### config.mk
export PLATFORM = sky130hd
export DESIGN_NAME = hccfg_regs
export DESIGN_NICKNAME = d
export VERILOG_FILES = /design/src/design/hccfg_pkg.sv /design/src/design/hccfg_regs.sv /design/src/design/hccfg_sync3.sv
export SDC_FILE = /design/constraint.sdc
export NUM_CORES = 1
export LEC_CHECK = 0
export ABC_AREA = 1
export BUFFER_PORTS_ARGS = -buffer_cell sky130_fd_sc_hd__buf_2
export CORE_MARGIN = 4
export CORE_UTILIZATION = 45
export DETAILED_ROUTE_END_ITERATION = 16
export PLACE_DENSITY_LB_ADDON = 0.1
export SLEW_MARGIN = 10
export SYNTH_ARGS = -nofsm -noshare
export SYNTH_HDL_FRONTEND = slang
export SYNTH_HIERARCHICAL = 1
export SYNTH_SLANG_ARGS = --single-unit
### constraint.sdc
create_clock -name sys_clk_i -period 2.9 [get_ports sys_clk_i]
set_input_delay 0.58 -clock sys_clk_i [delete_from_list [all_inputs] [get_ports sys_clk_i]]
set_output_delay 0.58 -clock sys_clk_i [all_outputs]
set_load 0.01 [all_outputs]
### src/design/hccfg_pkg.sv
// Package of offsets, field positions, reset values and timing constants
package hccfg_pkg;

    // ************************************************************
    // Register offsets (byte addresses on the processor port)
    // ************************************************************
    localparam logic [15:0] HARDWARE_MODE_CONTROL_OFS = 16'h0300;
    localparam logic [15:0] IDENTIFICATION_OFS  = 16'h0304;
    localparam logic [15:0] SCRATCH_WORD_OFS    = 16'h0308;
    localparam logic [15:0] SOFTWARE_RESET_CONTROL_CONTROL_OFS = 16'h030c;

    // ************************************************************
    // Field positions of the hardware mode control word
    // ************************************************************
    localparam int TRANSCEIVER_RESET_BIT = 31;
    localparam int OC_SENSE_SELECT_BIT   = 15;
    localparam int BUS_WIDTH_BIT         = 8;
    localparam int DMA_ACK_POL_BIT       = 6;
    localparam int DMA_REQ_POL_BIT       = 5;
    localparam int IRQ_POLARITY_BIT      = 2;
    localparam int IRQ_EDGE_SELECT_BIT   = 1;
    localparam int IRQ_MASTER_EN_BIT     = 0;

    // Field positions of the software reset control word
    localparam int CTRL_REG_RESET_BIT = 1;
    localparam int ALL_REG_RESET_BIT  = 0;

    // ************************************************************
    // Values after reset, and the read value of unmapped offsets
    // ************************************************************
    localparam logic [31:0] HW_MODE_RESET   = 32'h0000_0100;
    localparam logic [31:0] SCRATCH_RESET   = 32'h0000_0000;
    localparam logic [1:0]  SOFTWARE_RESET_CONTROL_RESET  = 2'h0;
    localparam logic [31:0] UNMAPPED_RDATA  = 32'h0000_0000;

    // ************************************************************
    // Timing: width of the edge-mode interrupt pulse
    // ************************************************************
    localparam int SYS_CLK_PERIOD_NS = 10;
    localparam int IRQ_PULSE_NS      = 40;
    localparam int IRQ_PULSE_CYCLES  =
        (IRQ_PULSE_NS + SYS_CLK_PERIOD_NS - 1) / SYS_CLK_PERIOD_NS;

    // Interrupt shaper states
    typedef enum logic [0:0] {
        HCCFG_IRQ_IDLE  = 1'b0,
        HCCFG_IRQ_PULSE = 1'b1
    } hccfg_irq_state_e;

endpackage

### src/design/hccfg_regs.sv
// Configuration register group of the embedded host controller
`timescale 1ns/1ps

module hccfg_regs #(
    parameter logic [15:0] HW_VERSION = 16'h00a5, // Arbitrary value
    parameter logic [15:0] CHIP_IDENT = 16'h5a3c  // Arbitrary value
) (
    input  wire logic        sys_clk_i,
    input  wire logic        rst_n_i,
    input  wire logic        ce_i,
    // Processor register port
    input  wire logic        cpu_cs_i,
    input  wire logic        cpu_wr_i,
    input  wire logic        cpu_rd_i,
    input  wire logic [15:0] cpu_addr_i,
    input  wire logic [31:0] cpu_wdata_i,
    output logic      [31:0] cpu_rdata_o,
    output logic             cpu_rvalid_o,
    // Pins and internal event sources
    input  wire logic [2:0]  overcurrent_pins_n_i,
    input  wire logic [2:0]  overcurrent_analog_i,
    input  wire logic        dma_acknowledge_in_i,
    input  wire logic        dma_request_i,
    input  wire logic        irq_event_i,
    // Mode outputs
    output logic             transceiver_reset_o,
    output logic [2:0]       overcurrent_flags_o,
    output logic             bus_width_32_o,
    output logic             dma_ack_active_o,
    output logic             dma_request_out_o,
    output logic             irq_o,
    output logic             controller_register_reset_o,
    output logic             all_register_reset_o
);

    // ************************************************************
    // Pin synchronisers
    // ************************************************************
    logic [3:0] pins_sync;

    hccfg_sync3 #(
        .WIDTH (4)
    ) u_sync (
        .sys_clk_i (sys_clk_i),
        .rst_n_i   (rst_n_i),
        .ce_i      (ce_i),
        .async_i   ({dma_acknowledge_in_i, overcurrent_pins_n_i}),
        .sync_o    (pins_sync)
    );

    // ************************************************************
    // Register file
    // ************************************************************
    logic [31:0] hw_mode_r;
    logic [31:0] hw_mode_nxt;
    logic [31:0] scratch_r;
    logic [31:0] scratch_nxt;
    logic [1:0]  software_reset_control_r;
    logic [1:0]  software_reset_control_nxt;
    logic [31:0] rdata_r;
    logic [31:0] rdata_nxt;
    logic        rvalid_r;
    logic        rvalid_nxt;
    logic        wr_en;
    logic        rd_en;

    function automatic logic hit(input logic [15:0] addr,
                                 input logic [15:0] ofs);
        hit = (addr == ofs);
    endfunction

    assign wr_en = cpu_cs_i && cpu_wr_i;
    assign rd_en = cpu_cs_i && cpu_rd_i && !cpu_wr_i;

    // Register writes; the full reset overrides writes to the mode and scratch words in the cycle
    always_comb begin
        hw_mode_nxt  = hw_mode_r;
        scratch_nxt  = scratch_r;
        software_reset_control_nxt = software_reset_control_r;
        // reserved bits stored
        // Reserved bits are kept as written since software owns them
        if (wr_en && hit(cpu_addr_i, hccfg_pkg::HARDWARE_MODE_CONTROL_OFS)) begin
            hw_mode_nxt = cpu_wdata_i;
        end
        if (wr_en && hit(cpu_addr_i, hccfg_pkg::SCRATCH_WORD_OFS)) begin
            scratch_nxt = cpu_wdata_i;
        end
        if (wr_en && hit(cpu_addr_i, hccfg_pkg::SOFTWARE_RESET_CONTROL_CONTROL_OFS)) begin
            software_reset_control_nxt = cpu_wdata_i[1:0];
        end
        if (software_reset_control_r[hccfg_pkg::ALL_REG_RESET_BIT]) begin
            hw_mode_nxt = hccfg_pkg::HW_MODE_RESET;
            scratch_nxt = hccfg_pkg::SCRATCH_RESET;
        end
    end

    // Read data registered one cycle after the strobe
    always_comb begin
        rvalid_nxt = rd_en;
        rdata_nxt  = rdata_r;
        if (rd_en) begin
            case (cpu_addr_i)
                hccfg_pkg::HARDWARE_MODE_CONTROL_OFS: rdata_nxt = hw_mode_r;
                hccfg_pkg::IDENTIFICATION_OFS:
                    rdata_nxt = {HW_VERSION, CHIP_IDENT};
                hccfg_pkg::SCRATCH_WORD_OFS:    rdata_nxt = scratch_r;
                hccfg_pkg::SOFTWARE_RESET_CONTROL_CONTROL_OFS:
                    rdata_nxt = {30'h0000_0000, software_reset_control_r};
                default:                         rdata_nxt =
                    hccfg_pkg::UNMAPPED_RDATA;
            endcase
        end
    end

    always_ff @(posedge sys_clk_i) begin
        if (!rst_n_i) begin
            hw_mode_r  <= hccfg_pkg::HW_MODE_RESET;
            scratch_r  <= hccfg_pkg::SCRATCH_RESET;
            software_reset_control_r <= hccfg_pkg::SOFTWARE_RESET_CONTROL_RESET;
            rdata_r    <= '0;
            rvalid_r   <= 1'b0;
        end else if (ce_i) begin
            hw_mode_r  <= hw_mode_nxt;
            scratch_r  <= scratch_nxt;
            software_reset_control_r <= software_reset_control_nxt;
            rdata_r    <= rdata_nxt;
            rvalid_r   <= rvalid_nxt;
        end
    end

    // ************************************************************
    // Interrupt shaper
    // ************************************************************
    localparam int PW = 8;
    localparam logic [PW-1:0] PULSE_LEN = PW'(hccfg_pkg::IRQ_PULSE_CYCLES);

    // The pulse counter must be able to hold the pulse length
    if (hccfg_pkg::IRQ_PULSE_CYCLES < 1 ||
        hccfg_pkg::IRQ_PULSE_CYCLES > (2 ** PW) - 1) begin : g_bad_pulse
        $error("interrupt pulse length does not fit its counter");
    end

    hccfg_pkg::hccfg_irq_state_e irq_state_r;
    hccfg_pkg::hccfg_irq_state_e irq_state_nxt;
    logic [PW-1:0] pulse_cnt_r;
    logic [PW-1:0] pulse_cnt_nxt;
    logic          event_d_r;
    logic          irq_active;
    logic          master_en;
    logic          edge_mode;

    assign master_en = hw_mode_r[hccfg_pkg::IRQ_MASTER_EN_BIT];
    assign edge_mode = hw_mode_r[hccfg_pkg::IRQ_EDGE_SELECT_BIT];

    // pulse or level
    // A new rising event during a pulse is merged into it
    always_comb begin
        irq_state_nxt = irq_state_r;
        pulse_cnt_nxt = pulse_cnt_r;
        case (irq_state_r)
            hccfg_pkg::HCCFG_IRQ_IDLE: begin
                if (irq_event_i && !event_d_r && edge_mode && master_en) begin
                    irq_state_nxt = hccfg_pkg::HCCFG_IRQ_PULSE;
                    pulse_cnt_nxt = PULSE_LEN - PW'(1);
                end
            end
            hccfg_pkg::HCCFG_IRQ_PULSE: begin
                if (pulse_cnt_r == '0 || !master_en) begin
                    irq_state_nxt = hccfg_pkg::HCCFG_IRQ_IDLE;
                end else begin
                    pulse_cnt_nxt = pulse_cnt_r - PW'(1);
                end
            end
            default: irq_state_nxt = hccfg_pkg::HCCFG_IRQ_IDLE;
        endcase
        if (!master_en) begin
            irq_active = 1'b0;
        end else if (edge_mode) begin
            irq_active = (irq_state_nxt == hccfg_pkg::HCCFG_IRQ_PULSE);
        end else begin
            irq_active = irq_event_i;
        end
    end

    always_ff @(posedge sys_clk_i) begin
        if (!rst_n_i) begin
            irq_state_r <= hccfg_pkg::HCCFG_IRQ_IDLE;
            pulse_cnt_r <= '0;
            event_d_r   <= 1'b0;
        end else if (ce_i) begin
            irq_state_r <= irq_state_nxt;
            pulse_cnt_r <= pulse_cnt_nxt;
            event_d_r   <= irq_event_i;
        end
    end

    // ************************************************************
    // Output stage, every output from a flip-flop
    // ************************************************************
    logic [31:0] hw_nxt_out;
    logic        xcvr_rst_r;
    logic [2:0]  oc_flags_r;
    logic        bus32_r;
    logic        dma_acknowledge_in_r;
    logic        dma_request_out_r;
    logic        irq_pin_r;
    logic        ctrl_rst_r;
    logic        all_rst_r;
    logic        xcvr_rst_nxt;
    logic [2:0]  oc_flags_nxt;
    logic        dma_acknowledge_in_nxt;
    logic        dma_request_out_nxt;
    logic        irq_pin_nxt;

    assign hw_nxt_out = hw_mode_r;

    always_comb begin
        xcvr_rst_nxt = hw_nxt_out[hccfg_pkg::TRANSCEIVER_RESET_BIT];
        oc_flags_nxt = hw_nxt_out[hccfg_pkg::OC_SENSE_SELECT_BIT]
                     ? overcurrent_analog_i : ~pins_sync[2:0];
        dma_acknowledge_in_nxt = hw_nxt_out[hccfg_pkg::DMA_ACK_POL_BIT]
                 ? pins_sync[3] : ~pins_sync[3];
        dma_request_out_nxt = hw_nxt_out[hccfg_pkg::DMA_REQ_POL_BIT]
                 ? dma_request_i : ~dma_request_i;
        irq_pin_nxt = hw_nxt_out[hccfg_pkg::IRQ_POLARITY_BIT]
                    ? irq_active : ~irq_active;
    end

    // Analog flags arrive from on-chip comparators on this clock
    always_ff @(posedge sys_clk_i) begin
        if (!rst_n_i) begin
            xcvr_rst_r <= 1'b0;
            oc_flags_r <= '0;
            bus32_r    <= 1'b1;
            dma_acknowledge_in_r     <= 1'b0;
            dma_request_out_r     <= 1'b1;
            irq_pin_r  <= 1'b1;
            ctrl_rst_r <= 1'b0;
            all_rst_r  <= 1'b0;
        end else if (ce_i) begin
            xcvr_rst_r <= xcvr_rst_nxt;
            oc_flags_r <= oc_flags_nxt;
            bus32_r    <= hw_mode_r[hccfg_pkg::BUS_WIDTH_BIT];
            dma_acknowledge_in_r     <= dma_acknowledge_in_nxt;
            dma_request_out_r     <= dma_request_out_nxt;
            irq_pin_r  <= irq_pin_nxt;
            ctrl_rst_r <= software_reset_control_r[hccfg_pkg::CTRL_REG_RESET_BIT]
                        | software_reset_control_r[hccfg_pkg::ALL_REG_RESET_BIT];
            all_rst_r  <= software_reset_control_r[hccfg_pkg::ALL_REG_RESET_BIT];
        end
    end

    assign cpu_rdata_o                 = rdata_r;
    assign cpu_rvalid_o                = rvalid_r;
    assign transceiver_reset_o         = xcvr_rst_r;
    assign overcurrent_flags_o         = oc_flags_r;
    assign bus_width_32_o              = bus32_r;
    assign dma_ack_active_o            = dma_acknowledge_in_r;
    assign dma_request_out_o           = dma_request_out_r;
    assign irq_o                       = irq_pin_r;
    assign controller_register_reset_o = ctrl_rst_r;
    assign all_register_reset_o        = all_rst_r;

endmodule

### src/design/hccfg_sync3.sv
// Three-stage input synchroniser with agreement filter
`timescale 1ns/1ps

module hccfg_sync3 #(
    parameter int WIDTH = 1
) (
    input  wire logic             sys_clk_i,
    input  wire logic             rst_n_i,
    input  wire logic             ce_i,
    input  wire logic [WIDTH-1:0] async_i,
    output logic      [WIDTH-1:0] sync_o
);

    logic [WIDTH-1:0] meta_r;
    logic [WIDTH-1:0] stage2_r;
    logic [WIDTH-1:0] stage3_r;
    logic [WIDTH-1:0] sync_r;
    logic [WIDTH-1:0] sync_nxt;

    // Refuse an empty bus at elaboration
    if (WIDTH < 1) begin : g_bad_width
        $error("synchroniser width must be at least one");
    end

    // Accept a change only once the second and third stage agree
    always_comb begin
        for (int i = 0; i < WIDTH; i++) begin
            sync_nxt[i] = (stage2_r[i] == stage3_r[i]) ? stage3_r[i]
                                                       : sync_r[i];
        end
    end

    // The first stage feeds the second stage and nothing else
    always_ff @(posedge sys_clk_i) begin
        if (!rst_n_i) begin
            meta_r   <= '0;
            stage2_r <= '0;
            stage3_r <= '0;
            sync_r   <= '0;
        end else if (ce_i) begin
            meta_r   <= async_i;
            stage2_r <= meta_r;
            stage3_r <= stage2_r;
            sync_r   <= sync_nxt;
        end
    end

    assign sync_o = sync_r;

endmodule

==> reports/qor.csv <==
stage,metric,value,unit
logic_synthesis,Syn Inst Count,887,
logic_synthesis,"Async S/R FF share, synth",0,%
cts,clk_lat worst skew,430,ps
logic_synthesis,synth cell count leaders,"nand2_1, nand3_1, dfxtp_1",
sta,Hold WS,372,ps
worst_setup_path,end point of the critical path,hw_mode_r[11],
floorplanning,row count,42,
run_status,status,"finished, final reports clean",
pwr,PD cells,583,nW/um^2
sta,Max Freq,522,MHz
worst_setup_path,FF-to-FF setup slack,1280,ps
drt,DRC viols,0,
cts,hold_buf cts,0,
cts,Inserted Clock Buffers,17,
worst_setup_path,Worst Path Required,3250,ps
logic_synthesis,syn avg cell area,7.03,sq um
grt,initial antenna violation count,0,
cts,Clock Sinks,135,
worst_setup_path,Worst Path Arrival,2260,ps
cts,CTS tree,done,
floorplanning,Die Wd,126,microns
floorplanning,core box area,13400,sq um
floorplanning,Die ar.,15800,sq um
grt,GRT Total Usage,22.1,%
worst_setup_path,crit start category,primary input,
drt,Vias/cell,5.18,
pwr,P_leak,3.15,nW
cells_and_area,storage element area,2700,sq um
cells_and_area,Multi-input gate area,2890,sq um
drt,Vias,5947,
grt,GR Overflow Total,0,
logic_synthesis,ys flop type,dfxtp_1,
drt,Final ANT Viol Nets,0,
worst_setup_path,crit end category,flop,
cts,Max clock buf depth,2,
sta,final setup fails,0,
sta,Final Hold Viols,0,
floorplanning,Die Ht,126,microns
sta,TNS Setup,0,ps
cells_and_area,ratio of cells with drive above 1 in the final layout,17.5,%
drt,drt wl/cell,15.2,microns
logic_synthesis,Netlist cell types,27,
logic_synthesis,Ys Warns,6,
grt,vias in the first global route,5404,
cts,root buffer cell,clkbuf_16,
sta,Slew HR,42.3,%
grt,first-pass GRT wire length,28300,microns
run,max_cap viols,0,
placed_design,gpl congestion,0.852,
cts,postcts setup bufs,0,
worst_setup_path,startpoint of the worst register-to-register path,software_reset_control_r[0],
logic_synthesis,share of the synthesized area in the top cell type,43.3,%
cells_and_area,fillcell total,1379,
cells_and_area,ant diodes,0,
sta,Max Slew Vio Count,0,
logic_synthesis,post-synth net total,952,
grt,largest net degree at the start of global routing,60,
worst_setup_path,CP Class,primary input to flop,
worst_hold_path,worst hold path class,primary input to flop,
worst_setup_path,CP max FO,32,
cts,"CTS clk-pin slew, worst paths",60,ps
placed_design,placed insts,1116,
logic_synthesis,"count leader, synth",nand2_1,
drt,WL final,17400,microns
placed_design,PortBufs,105,
cells_and_area,Final nets,1024,
cells_and_area,Layout Cells excl Fill,1147,
drt,First-pass DRT Iterations,6,
worst_setup_path,crit path from,ce_i,
cts,H-tree Lvls,4,
drt,drt initial violations,588,
cts,post-cts sizing count,0,
sta,Worst-Margin Slew,864,ps
logic_synthesis,Synth Register Bits,135,
sta,final worst clock skew,7.02,ps
logic_synthesis,"Seq/Total Area, Yosys",43.3,%
logic_synthesis,Post-Syn Area,6240,sq um
worst_setup_path,FF-to-FF path depth,4,
worst_setup_path,r2r endpoint,hw_mode_r[11],
logic_synthesis,"top cells by area, synth","dfxtp_1, nand3_1, nand2_1, a21oi_1, nor2_1",
sta,Tmin final,1910,ps
sta,period utilisation layout,66.0,%
placed_design,hpwl dp,11200,microns
logic_synthesis,top cell type by total area after synthesis,dfxtp_1,
sta,RSZ-0062 raised after global routing,false,
floorplanning,Starting Density,46.6,%
floorplanning,# IOs,106,
pwr,VDD IR max,0.000362,V
cells_and_area,Area Growth Syn to Fin,18.4,%
logic_synthesis,"EDFF count, synth",0,
-- layer usage --
metal  global-route usage, %  vias up  wire length (microns)
li1                        -     3083                      -
met3                    5.29       17                   1290
met5                       0        -                      0
met4                    5.99        0                    185
met2                    31.9      194                   7470
met1                    32.9     2653                   8470
-- metrics by stage --
stage                     utilization [%]  area [sq um]  power, mW  setup WS [ps]
final                                55.1          7390       4.31            986
after detailed placement             50.6          6780       2.12            598
after CTS                            55.1          7390       4.33           1020
after floorplan                         -          6240       2.04           1290
after global placement               50.6          6780       2.12            599
after global routing                 55.1          7390       4.44            785
-- final cells by class --
cell class	count	area share (%)
Clock buffer	22	6.55
Clock inverter	9	1.66
Inverter	74	3.83
Multi-Input combinational cell	609	39.1
Sequential cell	135	36.6
Tap cell	176	2.98
Timing Repair Buffer	122	9.35
-- where the power goes --
group | total [mW] | leakage [nW] | internal [mW] | switching (mW)
Combinational | 0.200 | 1.76 | 0.0686 | 0.131
Sequential | 1.88 | 1.09 | 1.87 | 0.00836
Clock | 2.22 | 0.302 | 1.43 | 0.794
Total | 4.31 | 3.15 | 3.37 | 0.934
-- worst max-delay path, stage by stage --
cell and delay [ps]:
buf_2 200, nand2_1 120, nor2_4 330, nand4_4 140, nand2_2 550, nand2_1 150
a21oi_1 170
-- registers in the layout, indices dropped and copies added (netlist names), 2 cells and up --
signal                    cells
cpu_rdata_o                  32
hw_mode_r                    32
scratch_r                    32
pulse_cnt_r                   8
u_sync/meta_r                 4
u_sync/stage2_r               4
u_sync/stage3_r               4
u_sync/sync_o                 4
overcurrent_flags_o           3
software_reset_control_r      2
-- cells by family (layout without fill, tap and decap cells) --
| logic type | after synthesis | in the layout | synth area share (%) |
|---|---|---|---|
| adder cells (fa/ha/maj) | 2 | 2 | 0.401 |
| buffers and inverters | 143 | 227 | 10.5 |
| AO/OA/AOI/OAI | 149 | 149 | 12.4 |
| flip-flops | 135 | 135 | 43.3 |
| XOR/XNOR | 5 | 5 | 0.702 |
| AND/OR/NAND/NOR | 453 | 453 | 32.7 |
-- worst min-delay path by stage --
stage / startpoint / to / depth (start not counted)
6_report: overcurrent_pins_n_i[1] / u_sync/meta_r[1] / 3
5_1_grt: overcurrent_pins_n_i[0] / u_sync/meta_r[0] / 3
4_1_cts: overcurrent_pins_n_i[2] / u_sync/meta_r[2] / 3
3_5_place_dp: bus_width_32_o / bus_width_32_o / 2
3_3_place_gp: bus_width_32_o / bus_width_32_o / 2
2_1_floorplan: event_d_r / event_d_r / 2
-- cell usage in the layout (no fill, tap or decap), drive strengths merged --
| master | synthesis | routed |
|---|---|---|
| clkbuf | 30 | 22 |
| nand4 | 35 | 35 |
| nor2 | 78 | 78 |
| dfxtp | 135 | 135 |
| nand3 | 157 | 157 |
| inv | 74 | 74 |
| ha | 2 | 2 |
| bufinv | 0 | 3 |
| xor2 | 4 | 4 |
| o21ai | 22 | 22 |
| nor3 | 3 | 3 |
| buf | 39 | 122 |
| a21oi | 120 | 120 |
| clkinv | 0 | 5 |
| and2 | 2 | 2 |
| clkinvlp | 0 | 1 |
| xnor2 | 1 | 1 |
| o211ai | 7 | 7 |
| nand2 | 178 | 178 |
No activity file was read; power rests on OpenSTA's default activity.
